**config.mk**
```make
export PLATFORM = sky130hd
export DESIGN_NAME = sttx_serial_tx
export DESIGN_NICKNAME = d
export VERILOG_FILES = /design/src/rtl/sttx_serial_tx.v
export VERILOG_INCLUDE_DIRS = /design/src /design/src/rtl
export SDC_FILE = /design/constraint.sdc
export NUM_CORES = 1
export LEC_CHECK = 0
export ABC_AREA = 1
export BUFFER_PORTS_ARGS = -buffer_cell sky130_fd_sc_hd__buf_2
export CORE_ASPECT_RATIO = 0.5
export CORE_MARGIN = 5
export CORE_UTILIZATION = 35
export CTS_BUF_LIST = sky130_fd_sc_hd__clkbuf_4
export DETAILED_ROUTE_END_ITERATION = 10
export PLACE_DENSITY = 0.56
export SLEW_MARGIN = 20
export SYNTH_ARGS = -nofsm -noshare
export SYNTH_HDL_FRONTEND = slang
export SYNTH_SLANG_ARGS = --single-unit
```
**constraint.sdc**
```tcl
create_clock -name clk_sys -period 2.6 [get_ports clk_sys]
set_clock_uncertainty 0.15 [all_clocks]
set_input_delay 0.26 -clock clk_sys [delete_from_list [all_inputs] [get_ports clk_sys]]
set_output_delay 0.26 -clock clk_sys [all_outputs]
set_load 0.02 [all_outputs]
```
**src/rtl/sttx_defines.vh**
```
// Constants for the serial transmit and control-line block
// Operation
// An operation runs only while the request bit stays set.
// RTS takes the supplied level only when its write enable is set.
// DTR takes the supplied level only when its write enable is set.
// While break is set the transmit line is held low.
// Control writes need manual modem signalling, else refused with its code.
// RTS and DTR are written only on ports that have them.
// Executing flag is high exactly while an operation is in progress.
// Done flag is high once an operation has fully completed.
// Error flag rises with done when an operation ends badly.
// Status code names the failure: port, busy, faults, not configured; busy sets only the refused bit, never its code.
// Control operation adds a code for writes not allowed.
// Transmit ends after all bytes or on timeout, timeout being an error.
// Byte count comes from the length field, at most 1024.
// A zero time limit is refused with its own code.
// The time limit covers the handshake phase as well as the data.
// Transmit waits the requested milliseconds before the first byte.
// Clear-receive option empties receive queue and FIFO before sending.
// Bytes actually sent are reported; fewer only after an error; a byte cut off mid-shift by an abort is still counted.
// Transmit adds codes for bad length, CTS on, CTS off, timeout.
// A request while busy is refused and the running operation continues.
`ifndef STTX_DEFINES_VH
`define STTX_DEFINES_VH
// ----------------------------------------
// Register offsets
// ----------------------------------------
`define STTX_ADDR_CTRL    8'h00
`define STTX_ADDR_LEN     8'h04
`define STTX_ADDR_TLIMIT  8'h08
`define STTX_ADDR_DELAY   8'h0C
`define STTX_ADDR_STATUS  8'h10
`define STTX_ADDR_CONFIG  8'h14
// ----------------------------------------
// Control register fields
// ----------------------------------------
`define STTX_CTRL_REQ     0
`define STTX_CTRL_OP_TX   1
`define STTX_CTRL_RTS_V   2
`define STTX_CTRL_RTS_EN  3
`define STTX_CTRL_DTR_V   4
`define STTX_CTRL_DTR_EN  5
`define STTX_CTRL_BREAK   6
`define STTX_CTRL_CLR_RX  7
`define STTX_CTRL_PORT_LO 8
`define STTX_CTRL_RESET   16'h0000
// ----------------------------------------
// Config register fields
// ----------------------------------------
`define STTX_CFG_MANUAL   0
`define STTX_CFG_HSHAKE   1
`define STTX_CFG_PRESENT  2
`define STTX_CFG_RESET    3'h4
// ----------------------------------------
// Status codes
// ----------------------------------------
`define STTX_CODE_NONE        4'h0
`define STTX_CODE_BAD_PORT    4'h1
`define STTX_CODE_BUSY        4'h2
`define STTX_CODE_UART_FAULT  4'h3
`define STTX_CODE_REMOTE      4'h4
`define STTX_CODE_CTRL_REFUSE 4'h5
`define STTX_CODE_BAD_LEN     4'h6
`define STTX_CODE_BAD_TLIMIT  4'h7
`define STTX_CODE_CTS_ON      4'h8
`define STTX_CODE_CTS_OFF     4'h9
`define STTX_CODE_TX_TIMEOUT  4'hA
`define STTX_CODE_NOT_CONFIG  4'hB
// ----------------------------------------
// Limits and timing
// ----------------------------------------
`define STTX_MAX_LEN      11'h400
`define STTX_CLK_NS       10
`define STTX_MS_NS        1000000
`define STTX_BAUD_DIV     868
`endif

```
**src/rtl/sttx_serial_tx.v**
```verilog
// Serial transmitter with control-line writes and command status
//
// Decided for this implementation: the address map and the strobed register port.
`timescale 1ns/10ps
`default_nettype none
`include "sttx_defines.vh"
module sttx_serial_tx #(
  parameter        PORT_ID   = 4'h0,
  parameter        HAS_CTRL  = 1,
  parameter        MS_CYCLES = `STTX_MS_NS / `STTX_CLK_NS,
  parameter        BAUD_DIV  = `STTX_BAUD_DIV
) (
  input  wire        clk_sys,
  input  wire        reset_n,
  input  wire [7:0]  bus_addr,
  input  wire [31:0] bus_wdata,
  input  wire        bus_wr,
  input  wire        bus_rd,
  output reg  [31:0] bus_rdata,
  input  wire [7:0]  tx_byte_data,
  input  wire        tx_byte_valid,
  output wire        tx_byte_ready,
  input  wire        cts_pin,
  input  wire        uart_fault_pin,
  input  wire        remote_fault_pin,
  output wire        txd_pin,
  output wire        rts_pin,
  output wire        dtr_pin,
  output reg         rx_flush,
  output wire        executing_flag,
  output wire        done_flag,
  output wire        error_flag
);
  // ----------------------------------------
  // States
  // ----------------------------------------
  localparam [6:0] ST_IDLE  = 7'h01;
  localparam [6:0] ST_DELAY = 7'h02;
  localparam [6:0] ST_FLUSH = 7'h04;
  localparam [6:0] ST_CTSON = 7'h08;
  localparam [6:0] ST_SEND  = 7'h10;
  localparam [6:0] ST_CTSOF = 7'h20;
  localparam [6:0] ST_DONE  = 7'h40;

  // ----------------------------------------
  // Storage
  // ----------------------------------------
  reg [15:0] ctrl_reg;
  reg [10:0] len_reg;
  reg [15:0] tlimit_reg;
  reg [15:0] delay_reg;
  reg [2:0]  cfg_reg;
  reg [6:0]  state_reg;
  reg [6:0]  state_next;
  reg        req_q_reg;
  reg        error_reg;
  reg [3:0]  code_reg;
  reg        refused_reg;
  reg [10:0] sent_reg;
  reg        rts_reg;
  reg        dtr_reg;
  reg        break_reg;
  reg        hs_rts_reg;
  reg [16:0] ms_cnt_reg;
  reg [15:0] dly_cnt_reg;
  reg [15:0] tmo_cnt_reg;
  reg        tmo_run_reg;
  reg [9:0]  shift_reg;
  reg [3:0]  bit_cnt_reg;
  reg [15:0] baud_cnt_reg;
  reg [2:0]  meta_reg;
  reg [2:0]  sync_reg;

  wire cts_s    = sync_reg[0];
  wire ufault_s = sync_reg[1];
  wire rfault_s = sync_reg[2];

  wire req      = ctrl_reg[`STTX_CTRL_REQ];
  wire req_rise = req & ~req_q_reg;
  wire is_tx    = ctrl_reg[`STTX_CTRL_OP_TX];
  wire hshake   = cfg_reg[`STTX_CFG_HSHAKE];
  wire ms_tick  = (ms_cnt_reg == MS_CYCLES - 1);
  wire tmo_hit  = tmo_run_reg & (tmo_cnt_reg == 16'h0000);
  wire shifter_busy = (bit_cnt_reg != 4'h0);

  // ----------------------------------------
  // Functions
  // ----------------------------------------
  // Common entry checks; zero means the request may proceed
  function [3:0] entry_check;
    input [3:0] port;
    input       present;
    input       uf;
    input       rf;
    begin
      if (port != PORT_ID)
        entry_check = `STTX_CODE_BAD_PORT;
      else if (!present)
        entry_check = `STTX_CODE_NOT_CONFIG;
      else if (uf)
        entry_check = `STTX_CODE_UART_FAULT;
      else if (rf)
        entry_check = `STTX_CODE_REMOTE;
      else
        entry_check = `STTX_CODE_NONE;
    end
  endfunction

  wire [3:0] base_code = entry_check(ctrl_reg[`STTX_CTRL_PORT_LO+3:`STTX_CTRL_PORT_LO],
                                     cfg_reg[`STTX_CFG_PRESENT], ufault_s, rfault_s);

  // ----------------------------------------
  // Pin synchronisers
  // ----------------------------------------
  always @(posedge clk_sys or negedge reset_n) begin
    if (!reset_n) begin
      meta_reg <= 3'h0;
      sync_reg <= 3'h0;
    end else begin
      meta_reg <= {remote_fault_pin, uart_fault_pin, cts_pin};
      sync_reg <= meta_reg;
    end
  end

  // ----------------------------------------
  // Register bus
  // ----------------------------------------
  wire busy_now  = (state_reg != ST_IDLE) & (state_reg != ST_DONE);
  wire ctrl_wr   = bus_wr & (bus_addr == `STTX_ADDR_CTRL);
  // Parameter writes while running would corrupt the operation, so they are dropped
  wire param_ok  = bus_wr & ~busy_now;
  wire new_req   = ctrl_wr & bus_wdata[`STTX_CTRL_REQ];

  always @(posedge clk_sys or negedge reset_n) begin
    if (!reset_n) begin
      ctrl_reg    <= `STTX_CTRL_RESET;
      len_reg     <= 11'h000;
      tlimit_reg  <= 16'h0000;
      delay_reg   <= 16'h0000;
      cfg_reg     <= `STTX_CFG_RESET;
      refused_reg <= 1'b0;
      bus_rdata   <= 32'h0000_0000;
    end else begin
      if (ctrl_wr && busy_now) begin
        // Only dropping the request is honoured mid-operation
        ctrl_reg[`STTX_CTRL_REQ] <= bus_wdata[`STTX_CTRL_REQ];
      end else if (ctrl_wr) begin
        ctrl_reg <= bus_wdata[15:0];
      end
      if (param_ok && bus_addr == `STTX_ADDR_LEN)
        len_reg <= bus_wdata[10:0];
      if (param_ok && bus_addr == `STTX_ADDR_TLIMIT)
        tlimit_reg <= bus_wdata[15:0];
      if (param_ok && bus_addr == `STTX_ADDR_DELAY)
        delay_reg <= bus_wdata[15:0];
      if (param_ok && bus_addr == `STTX_ADDR_CONFIG)
        cfg_reg <= bus_wdata[2:0];
      // Refusal seen while busy wins over its clear at the next start
      if (busy_now && (new_req || (bus_wr && bus_addr != `STTX_ADDR_CTRL)))
        refused_reg <= 1'b1;
      else if (req_rise)
        refused_reg <= 1'b0;
      if (bus_rd) begin
        case (bus_addr)
          `STTX_ADDR_CTRL:   bus_rdata <= {16'h0000, ctrl_reg};
          `STTX_ADDR_LEN:    bus_rdata <= {21'h000000, len_reg};
          `STTX_ADDR_TLIMIT: bus_rdata <= {16'h0000, tlimit_reg};
          `STTX_ADDR_DELAY:  bus_rdata <= {16'h0000, delay_reg};
          `STTX_ADDR_CONFIG: bus_rdata <= {29'h00000000, cfg_reg};
          `STTX_ADDR_STATUS: bus_rdata <= {5'h00, sent_reg, 8'h00, code_reg,
                                           refused_reg, error_reg, done_flag,
                                           executing_flag};
          default:           bus_rdata <= 32'h0000_0000;
        endcase
      end else begin
        bus_rdata <= 32'h0000_0000;
      end
    end
  end

  // ----------------------------------------
  // Millisecond base and timers
  // ----------------------------------------
  always @(posedge clk_sys or negedge reset_n) begin
    if (!reset_n) begin
      ms_cnt_reg  <= 17'h00000;
      dly_cnt_reg <= 16'h0000;
      tmo_cnt_reg <= 16'h0000;
      tmo_run_reg <= 1'b0;
    end else begin
      if (state_reg == ST_IDLE || ms_tick)
        ms_cnt_reg <= 17'h00000;
      else
        ms_cnt_reg <= ms_cnt_reg + 17'h00001;
      if (state_reg == ST_IDLE)
        dly_cnt_reg <= delay_reg;
      else if (state_reg == ST_DELAY && ms_tick && dly_cnt_reg != 16'h0000)
        dly_cnt_reg <= dly_cnt_reg - 16'h0001;
      // Limit starts with the handshake, not after it
      if (state_reg == ST_FLUSH) begin
        tmo_cnt_reg <= tlimit_reg;
        tmo_run_reg <= 1'b1;
      end else if (state_reg == ST_IDLE || state_reg == ST_DONE) begin
        tmo_run_reg <= 1'b0;
      end else if (ms_tick && tmo_cnt_reg != 16'h0000) begin
        tmo_cnt_reg <= tmo_cnt_reg - 16'h0001;
      end
    end
  end

  // ----------------------------------------
  // Sequencer
  // ----------------------------------------
  always @* begin
    state_next = state_reg;
    case (state_reg)
      ST_IDLE:
        if (req_rise)
          state_next = (is_tx && base_code == `STTX_CODE_NONE &&
                        len_reg != 11'h000 && len_reg <= `STTX_MAX_LEN &&
                        tlimit_reg != 16'h0000) ? ST_DELAY : ST_DONE;
      ST_DELAY:
        if (dly_cnt_reg == 16'h0000)
          state_next = ST_FLUSH;
      ST_FLUSH:
        state_next = hshake ? ST_CTSON : ST_SEND;
      ST_CTSON:
        if (tmo_hit)
          state_next = ST_DONE;
        else if (cts_s)
          state_next = ST_SEND;
      ST_SEND:
        if (tmo_hit || ufault_s)
          state_next = ST_DONE;
        else if (sent_reg == len_reg && !shifter_busy)
          state_next = hshake ? ST_CTSOF : ST_DONE;
      ST_CTSOF:
        if (tmo_hit || !cts_s)
          state_next = ST_DONE;
      ST_DONE:
        state_next = ST_DONE;
      default:
        state_next = ST_IDLE;
    endcase
    // Dropping the request abandons or closes any operation
    if (!req)
      state_next = ST_IDLE;
  end

  always @(posedge clk_sys or negedge reset_n) begin
    if (!reset_n) begin
      state_reg  <= ST_IDLE;
      req_q_reg  <= 1'b0;
      error_reg  <= 1'b0;
      code_reg   <= `STTX_CODE_NONE;
      rts_reg    <= 1'b0;
      dtr_reg    <= 1'b0;
      break_reg  <= 1'b0;
      hs_rts_reg <= 1'b0;
      rx_flush   <= 1'b0;
    end else begin
      state_reg <= state_next;
      req_q_reg <= req;
      rx_flush  <= 1'b0;
      if (state_reg == ST_IDLE && req_rise) begin
        error_reg <= 1'b0;
        code_reg  <= `STTX_CODE_NONE;
        if (base_code != `STTX_CODE_NONE) begin
          error_reg <= 1'b1;
          code_reg  <= base_code;
        end else if (!is_tx && !cfg_reg[`STTX_CFG_MANUAL]) begin
          error_reg <= 1'b1;
          code_reg  <= `STTX_CODE_CTRL_REFUSE;
        end else if (!is_tx) begin
          if (HAS_CTRL != 0 && ctrl_reg[`STTX_CTRL_RTS_EN])
            rts_reg <= ctrl_reg[`STTX_CTRL_RTS_V];
          if (HAS_CTRL != 0 && ctrl_reg[`STTX_CTRL_DTR_EN])
            dtr_reg <= ctrl_reg[`STTX_CTRL_DTR_V];
          break_reg <= ctrl_reg[`STTX_CTRL_BREAK];
        end else if (len_reg == 11'h000 || len_reg > `STTX_MAX_LEN) begin
          error_reg <= 1'b1;
          code_reg  <= `STTX_CODE_BAD_LEN;
        end else if (tlimit_reg == 16'h0000) begin
          error_reg <= 1'b1;
          code_reg  <= `STTX_CODE_BAD_TLIMIT;
        end
      end
      if (state_reg == ST_FLUSH) begin
        rx_flush   <= ctrl_reg[`STTX_CTRL_CLR_RX];
        hs_rts_reg <= hshake;
      end
      if (state_reg == ST_CTSON && tmo_hit) begin
        error_reg <= 1'b1;
        code_reg  <= `STTX_CODE_CTS_ON;
      end
      if (state_reg == ST_SEND && tmo_hit) begin
        error_reg <= 1'b1;
        code_reg  <= `STTX_CODE_TX_TIMEOUT;
      end else if (state_reg == ST_SEND && ufault_s) begin
        error_reg <= 1'b1;
        code_reg  <= `STTX_CODE_UART_FAULT;
      end
      if (state_reg == ST_SEND && state_next == ST_CTSOF)
        hs_rts_reg <= 1'b0;
      if (state_reg == ST_CTSOF && tmo_hit && cts_s) begin
        error_reg <= 1'b1;
        code_reg  <= `STTX_CODE_CTS_OFF;
      end
      if (state_next == ST_IDLE || state_next == ST_DONE)
        hs_rts_reg <= 1'b0;
    end
  end

  // ----------------------------------------
  // Byte serializer, 8N1
  // ----------------------------------------
  // Source stalls freely; a byte is taken only when the shifter is empty
  assign tx_byte_ready = (state_reg == ST_SEND) & ~shifter_busy &
                         (sent_reg != len_reg) & ~tmo_hit & ~ufault_s;

  always @(posedge clk_sys or negedge reset_n) begin
    if (!reset_n) begin
      shift_reg    <= 10'h3FF;
      bit_cnt_reg  <= 4'h0;
      baud_cnt_reg <= 16'h0000;
      sent_reg     <= 11'h000;
    end else begin
      if (state_reg == ST_IDLE && req_rise) begin
        sent_reg <= 11'h000;
      end else if (tx_byte_ready && tx_byte_valid) begin
        shift_reg    <= {1'b1, tx_byte_data, 1'b0};
        bit_cnt_reg  <= 4'hA;
        baud_cnt_reg <= BAUD_DIV[15:0] - 16'h0001;
        sent_reg     <= sent_reg + 11'h001;
      end else if (state_reg != ST_SEND && state_reg != ST_CTSOF) begin
        // Abort drops a partly shifted byte; it is still counted
        bit_cnt_reg <= 4'h0;
        shift_reg   <= 10'h3FF;
      end else if (shifter_busy) begin
        if (baud_cnt_reg == 16'h0000) begin
          baud_cnt_reg <= BAUD_DIV[15:0] - 16'h0001;
          bit_cnt_reg  <= bit_cnt_reg - 4'h1;
          shift_reg    <= {1'b1, shift_reg[9:1]};
        end else begin
          baud_cnt_reg <= baud_cnt_reg - 16'h0001;
        end
      end
    end
  end

  // ----------------------------------------
  // Outputs
  // ----------------------------------------
  assign txd_pin        = break_reg ? 1'b0 : shift_reg[0];
  assign rts_pin        = hshake ? hs_rts_reg : rts_reg;
  assign dtr_pin        = dtr_reg;
  assign executing_flag = busy_now;
  assign done_flag      = (state_reg == ST_DONE);
  assign error_flag     = done_flag & error_reg;
endmodule // sttx_serial_tx
`default_nettype wire

```
# [Word-level counts from Yosys, hierarchy flattened]
# Cells that the tools add are included.
[word_totals] regBits=210 input_bits=56 out_inout_bits=40
[classes] add_sub_neg=6 magnitude_cmp=2 n_eq_ne=24 n_mux=70 n_bitwise=21 reduce_logical=69
[op_table] op="case mux 27 bit (6 select lines)" n=1
[op_table] op="two-way mux 16 bit" n=9
[op_table] op="two-way mux 7 bit" n=10
[op_table] op="logical NOT 16 bit" n=4
[op_table] op="two-way mux 4 bit" n=13
[op_table] op="case mux 7 bit (7 select lines)" n=1
[op_table] op="nonzero test 16 bit" n=3
[op_table] op="subtractor 16 x 1 -> 16 bit (second input constant)" n=3
[op_table] op="two-way mux 10 bit" n=4
[op_table] op="two-way mux 32 bit" n=1
[op_table] op="logical AND 1 bit" n=25
[op_table] op="two-way mux 1 bit" n=22
[op_table] op="two-way mux 11 bit" n=2
[op_table] op="adder 17 x 1 -> 17 bit (second input constant)" n=1
[op_table] op="equality test 17 bit (second input constant)" n=1
[op_table] op="two-way mux 17 bit" n=1
[op_table] op="equality test 8 x 4 -> 1 bit (second input constant)" n=2
[op_table] op="equality test 8 x 5 -> 1 bit (second input constant)" n=2
[op_table] op="two-way mux 3 bit" n=5
[op_table] op="equality test 7 x 1 -> 1 bit (second input constant)" n=2
[op_table] op="equality test 7 x 6 -> 1 bit (second input constant)" n=2
[op_table] op="equality test 7 bit (second input constant)" n=2
[op_table] op="nonzero test 2 bit" n=7
[op_table] op="nonzero test 4 bit" n=3
[op_table] op="33 further kinds" n=66

# [Logic depth before layout (Yosys ltp)]
[depth] word_depth=17 ltp_mapped=15 mapped_depth_nobuf=14

# [Worst setup path after synthesis]
# Ideal clock, no wire load.
[synth_path] path_kind="register -> register" from="reg ms_cnt_reg[0]" to="reg dly_cnt_reg[3]" setup_ns=0.123 t_arrival_ns=1.757 setup_slack_ns=0.570 path_stages_with_launch=15 path_buffers=1 period_less_slack_ns=2.030 cell_sequence="dfrtp_1 -> ha_1 -> nand2_1 -> inv_1 -> nand2_1 -> nor2_1 -> nand3_2 -> clkinv_2 -> nor2_4 -> inv_6 -> o21ai_4 -> inv_4 -> buf_8 -> o22ai_2 -> nor2_2"
[synth_between] elab_chain_cells=4
[synth_rtl] item="start, declared" line_no="sttx_serial_tx.v:64" rtl="reg [16:0] ms_cnt_reg;"
[synth_rtl] item="start signal, assigned" line_no="sttx_serial_tx.v:194" rtl="ms_cnt_reg <= ms_cnt_reg + 17'h00001;"
[synth_rtl] item="equality test 17 bit" line_no="sttx_serial_tx.v:82" rtl="wire ms_tick = (ms_cnt_reg == MS_CYCLES - 1);"
[synth_rtl] item="logical AND 1 bit (2 in series)" line_no="sttx_serial_tx.v:197" rtl="else if (state_reg == ST_DELAY && ms_tick && dly_cnt_reg != 16'h0000)"
[synth_rtl] item="nonzero test 2 bit (no source line)"
[synth_rtl] item="end signal, assigned" line_no="sttx_serial_tx.v:196" rtl="dly_cnt_reg <= delay_reg;"
[synth_rtl] item="end signal, assigned" line_no="sttx_serial_tx.v:198" rtl="dly_cnt_reg <= dly_cnt_reg - 16'h0001;"
[synth_rtl] item="end, declared" line_no="sttx_serial_tx.v:65" rtl="reg [15:0] dly_cnt_reg;"
# Every way passes these cells.
# A chain may end at the register's enable or synchronous reset.

# [Worst setup path in the final report]
[layout_path] from="reg state_reg[3]" to="out tx_byte_ready"
[layout_between] elab_chain_cells=5
[layout_rtl] item="start, declared" line_no="sttx_serial_tx.v:53" rtl="reg [6:0] state_reg;"
[layout_rtl] item="start signal, assigned" line_no="sttx_serial_tx.v:262" rtl="state_reg <= state_next;"
[layout_rtl] item="equality test 7 x 5 -> 1 bit" line_no="sttx_serial_tx.v:318" rtl="assign tx_byte_ready = (state_reg == ST_SEND) & ~shifter_busy &"
[layout_rtl] item="AND 1 bit (2 in series)" line_no="sttx_serial_tx.v:318"
[layout_rtl] item="AND 1 bit (2 in series)" line_no="sttx_serial_tx.v:319" rtl="(sent_reg != len_reg) & ~tmo_hit & ~ufault_s;"
[layout_rtl] item="end, declared" line_no="sttx_serial_tx.v:22" rtl="output wire tx_byte_ready,"
# Every way passes these cells.

==> results_dict.tcl <==
set metrics [dict create \
    outcome "finished clean" \
    worst_slew_pin_slew_ps 562.9 \
    crit_fanout 5 \
    hpwlAfterDp_um 22690 \
    worstPathRequired_ps 2190 \
    final_cells 2002 \
    synth_seq_cells 204 \
    clkTransAtPathRegs_ps 70 \
    clkLatencyLatePin_ps 700 \
    nFillCells 3104 \
    die_area_mm2 0.03501 \
    die_h_um 134.8 \
    dp.cells 1866 \
    grt_pass1_vias 9518 \
    vias 9881 \
    cts_root_buffer "clkbuf_4" \
    syn-cell-area_mm2 0.01091 \
    layout.cells.most_common_list "nand2_1 (320), dfrtp_1 (192), inv_1 (157)" \
    period_share_pct 97.48 \
    path_class "flip-flop to output pin" \
    cp-end-kind "output pin" \
    io_buffers 74 \
    seqPwrFrac_pct 42.2 \
    postLayoutSetupSlackWorst_ps 65.51 \
    final_common_cell "nand2_1" \
    drtPass1Iterations 7 \
    rsz0062_at_grt "true" \
    relSlewSlack_pct 62.19 \
    largest_reg_flops 27 \
    final-setup-viol-count 0 \
    crit_arrival_ps 2120 \
    pre_cts_slack_ps 219.6 \
    combPwrFrac_pct 23.7 \
    clock.fmax_ghz 0.3946 \
    placed_area_mm2 0.01184 \
    num_rows 45 \
    crit_chain "nor2_4 > nand2_2 > nor3_4 > nand2_4 > nor3_4 > buf_4" \
    drive_gt1_share_pct 18.44 \
    htreeDepth 2 \
    final_area_mm2 0.01305 \
    power_density_mw_per_mm2 653.4 \
    drv_slew 0 \
    core-area_mm2 0.03052 \
    synth_cell_types 64 \
    startpoint_type "flip-flop" \
    fin_nets 1609 \
    power_frac_clock_pct 34.1 \
    cts.sinks 204 \
    power.internal_mw 5.641 \
    detail-route-antenna-nets 0 \
    ys_warn_count 0 \
    drcViolationCount 0 \
    start_util_pct 35.74 \
    grt_pass1_wl_um 50400 \
    die_x_um 259.7 \
    synthCells 1372 \
    hold_viol_final 0 \
    crit_slowest_cell "dfrtp_1" \
    drtIter0Drc 793 \
    wl_per_cell_um 15.76 \
    cts_buffer_depth 3 \
    cts_tree "built" \
    routed_wl_um 31550 \
    syn_area_per_cell_um2 7.950 \
    p_total_mw 8.524 \
    synth_seq_area_share_pct 46.93 \
    p_switching_mw 2.883 \
    io_pins 96 \
    yosys.area.top_type "dfrtp_1" \
    hold_path.class "input port to flip-flop" \
    cap_violations 0 \
    peakVddDrop_v 0.0003011 \
    syn_to_final_growth_pct 19.59 \
    grt_max_degree 76 \
    p_leak_nw 6.340 \
    grt_use_total_pct 17.89 \
    utilization_pct 42.75 \
    path_common_cell "nor3_4" \
    final.min_clock_period_ps 2534 \
    crit_path_max_incr_delay_ps 440 \
    yosysTopAreaCellShare_pct 44.28 \
    whs_ps 77.96 \
    antenna_found_initial 1 \
    p_sw_share_pct 33.83 \
    place_congestion 0.8883 \
    avgViaCountPerCell 4.936 \
    grt_overflow 0 \
    synth.area.top_cells "dfrtp_1 (44%), nand2_1 (11%), inv_1 (5.5%)" \
    cts_made_buffers 50 \
    setup_tns_ps 0 \
]
## power groups by stage
stage	combinational [mW]	sequential (mW)	clock, mW
2_1_floorplan	1.43	3.60	0
3_3_place_gp	1.89	3.65	0
3_5_place_dp	1.93	3.65	0
4_1_cts	1.99	3.59	3.03
5_1_grt	2.26	3.63	3.21
6_report	2.02	3.60	2.91
## final cells by class
cell class	count	area [µm²]	area share, %
inverter	182	699.4	5.362
clock inverter	10	90.09	0.6906
multi-input combinational	956	4938	37.86
clock buffer	77	578.1	4.431
tap	423	529.3	4.057
antenna	1	2.502	0.01918
sequential	204	5120	39.25
timing repair buffer	149	1087	8.335
## worst max-delay path: cells and delay by family (launching register included)
kind / cells / cell delay (ps)
AND/OR/NAND/NOR: 5 / 830
flip-flops: 1 / 440
buffers and inverters: 1 / 180
## metal layers
| metal | routed length, µm | global-route usage [%] | up-vias |
|---|---|---|---|
| met4 | 634 | 4.955 | 0 |
| met3 | 1894 | 4.671 | 53 |
| li1 | - | - | 4815 |
| met2 | 14250 | 28.31 | 278 |
| met5 | 0 | 0 | - |
| met1 | 14770 | 24.51 | 4735 |
## final timing paths
kind	cells past startpoint	endpoint	slack [ps]	start
setup / recovery	6	tx_byte_ready	70	state_reg[3]
hold / removal	2	meta_reg[2]	80	remote_fault_pin
setup reg to reg	9	dly_cnt_reg[15]	210	state_reg[4]
hold reg to reg	0	sync_reg[2]	200	meta_reg[2]
max in group asynchronous	4	sent_reg[7]	1330	reset_n
min in group asynchronous	4	ctrl_reg[15]	520	reset_n
## logic make-up (layout without fill, tap and decap cells)
logic type                 after synthesis  count (layout)  share of synthesized area [%]
and+or+nand+nor                        689             689                          28.88
buffers and inverters                  216             418                          8.442
AOI/OAI and AO/OA                      215             215                          11.57
DFF                                    204             204                          46.93
xor gates and xnor gates                36              36                          2.891
adders and majority gates               10              10                          1.147
other                                    1               6                        0.03438
muxes                                    1               1                         0.1032
## synth_stat cells (all sizes together)
cell     count
nor4         2
clkbuf       5
o311ai       1
o31a         1
xor2        27
xnor2        9
a31oi        4
o21ai      128
buf         29
o2111ai      1
a21oi       34
dfstp       11
nor3b        1
o22ai       14
a22oi        1
nor3        33
a22o         1
nand3b       3
a21boi       2
a32oi        1
o221ai       8
inv        180
and2         1
dfrtp      193
nand3       94
or2         17
conb         1
nand4       28
o21a         1
nand2      335
a41oi        1
clkinv       2
a211oi       1
mux2         1
ha          10
and3         2
nor2       173
o211ai      15
a221oi       1
## timing repair
action | in CTS | in global routing
pin swaps | 4 | 3
endpoints found under the setup margin | 2 | 4
endpoints found under the hold margin | 298 | 0
gates resized for setup | 9 | 8
buffers inserted | 3 | 2
cloned | 0 | 0
hold buffers | 43 | 0
Power figures use the tool's default switching activity.
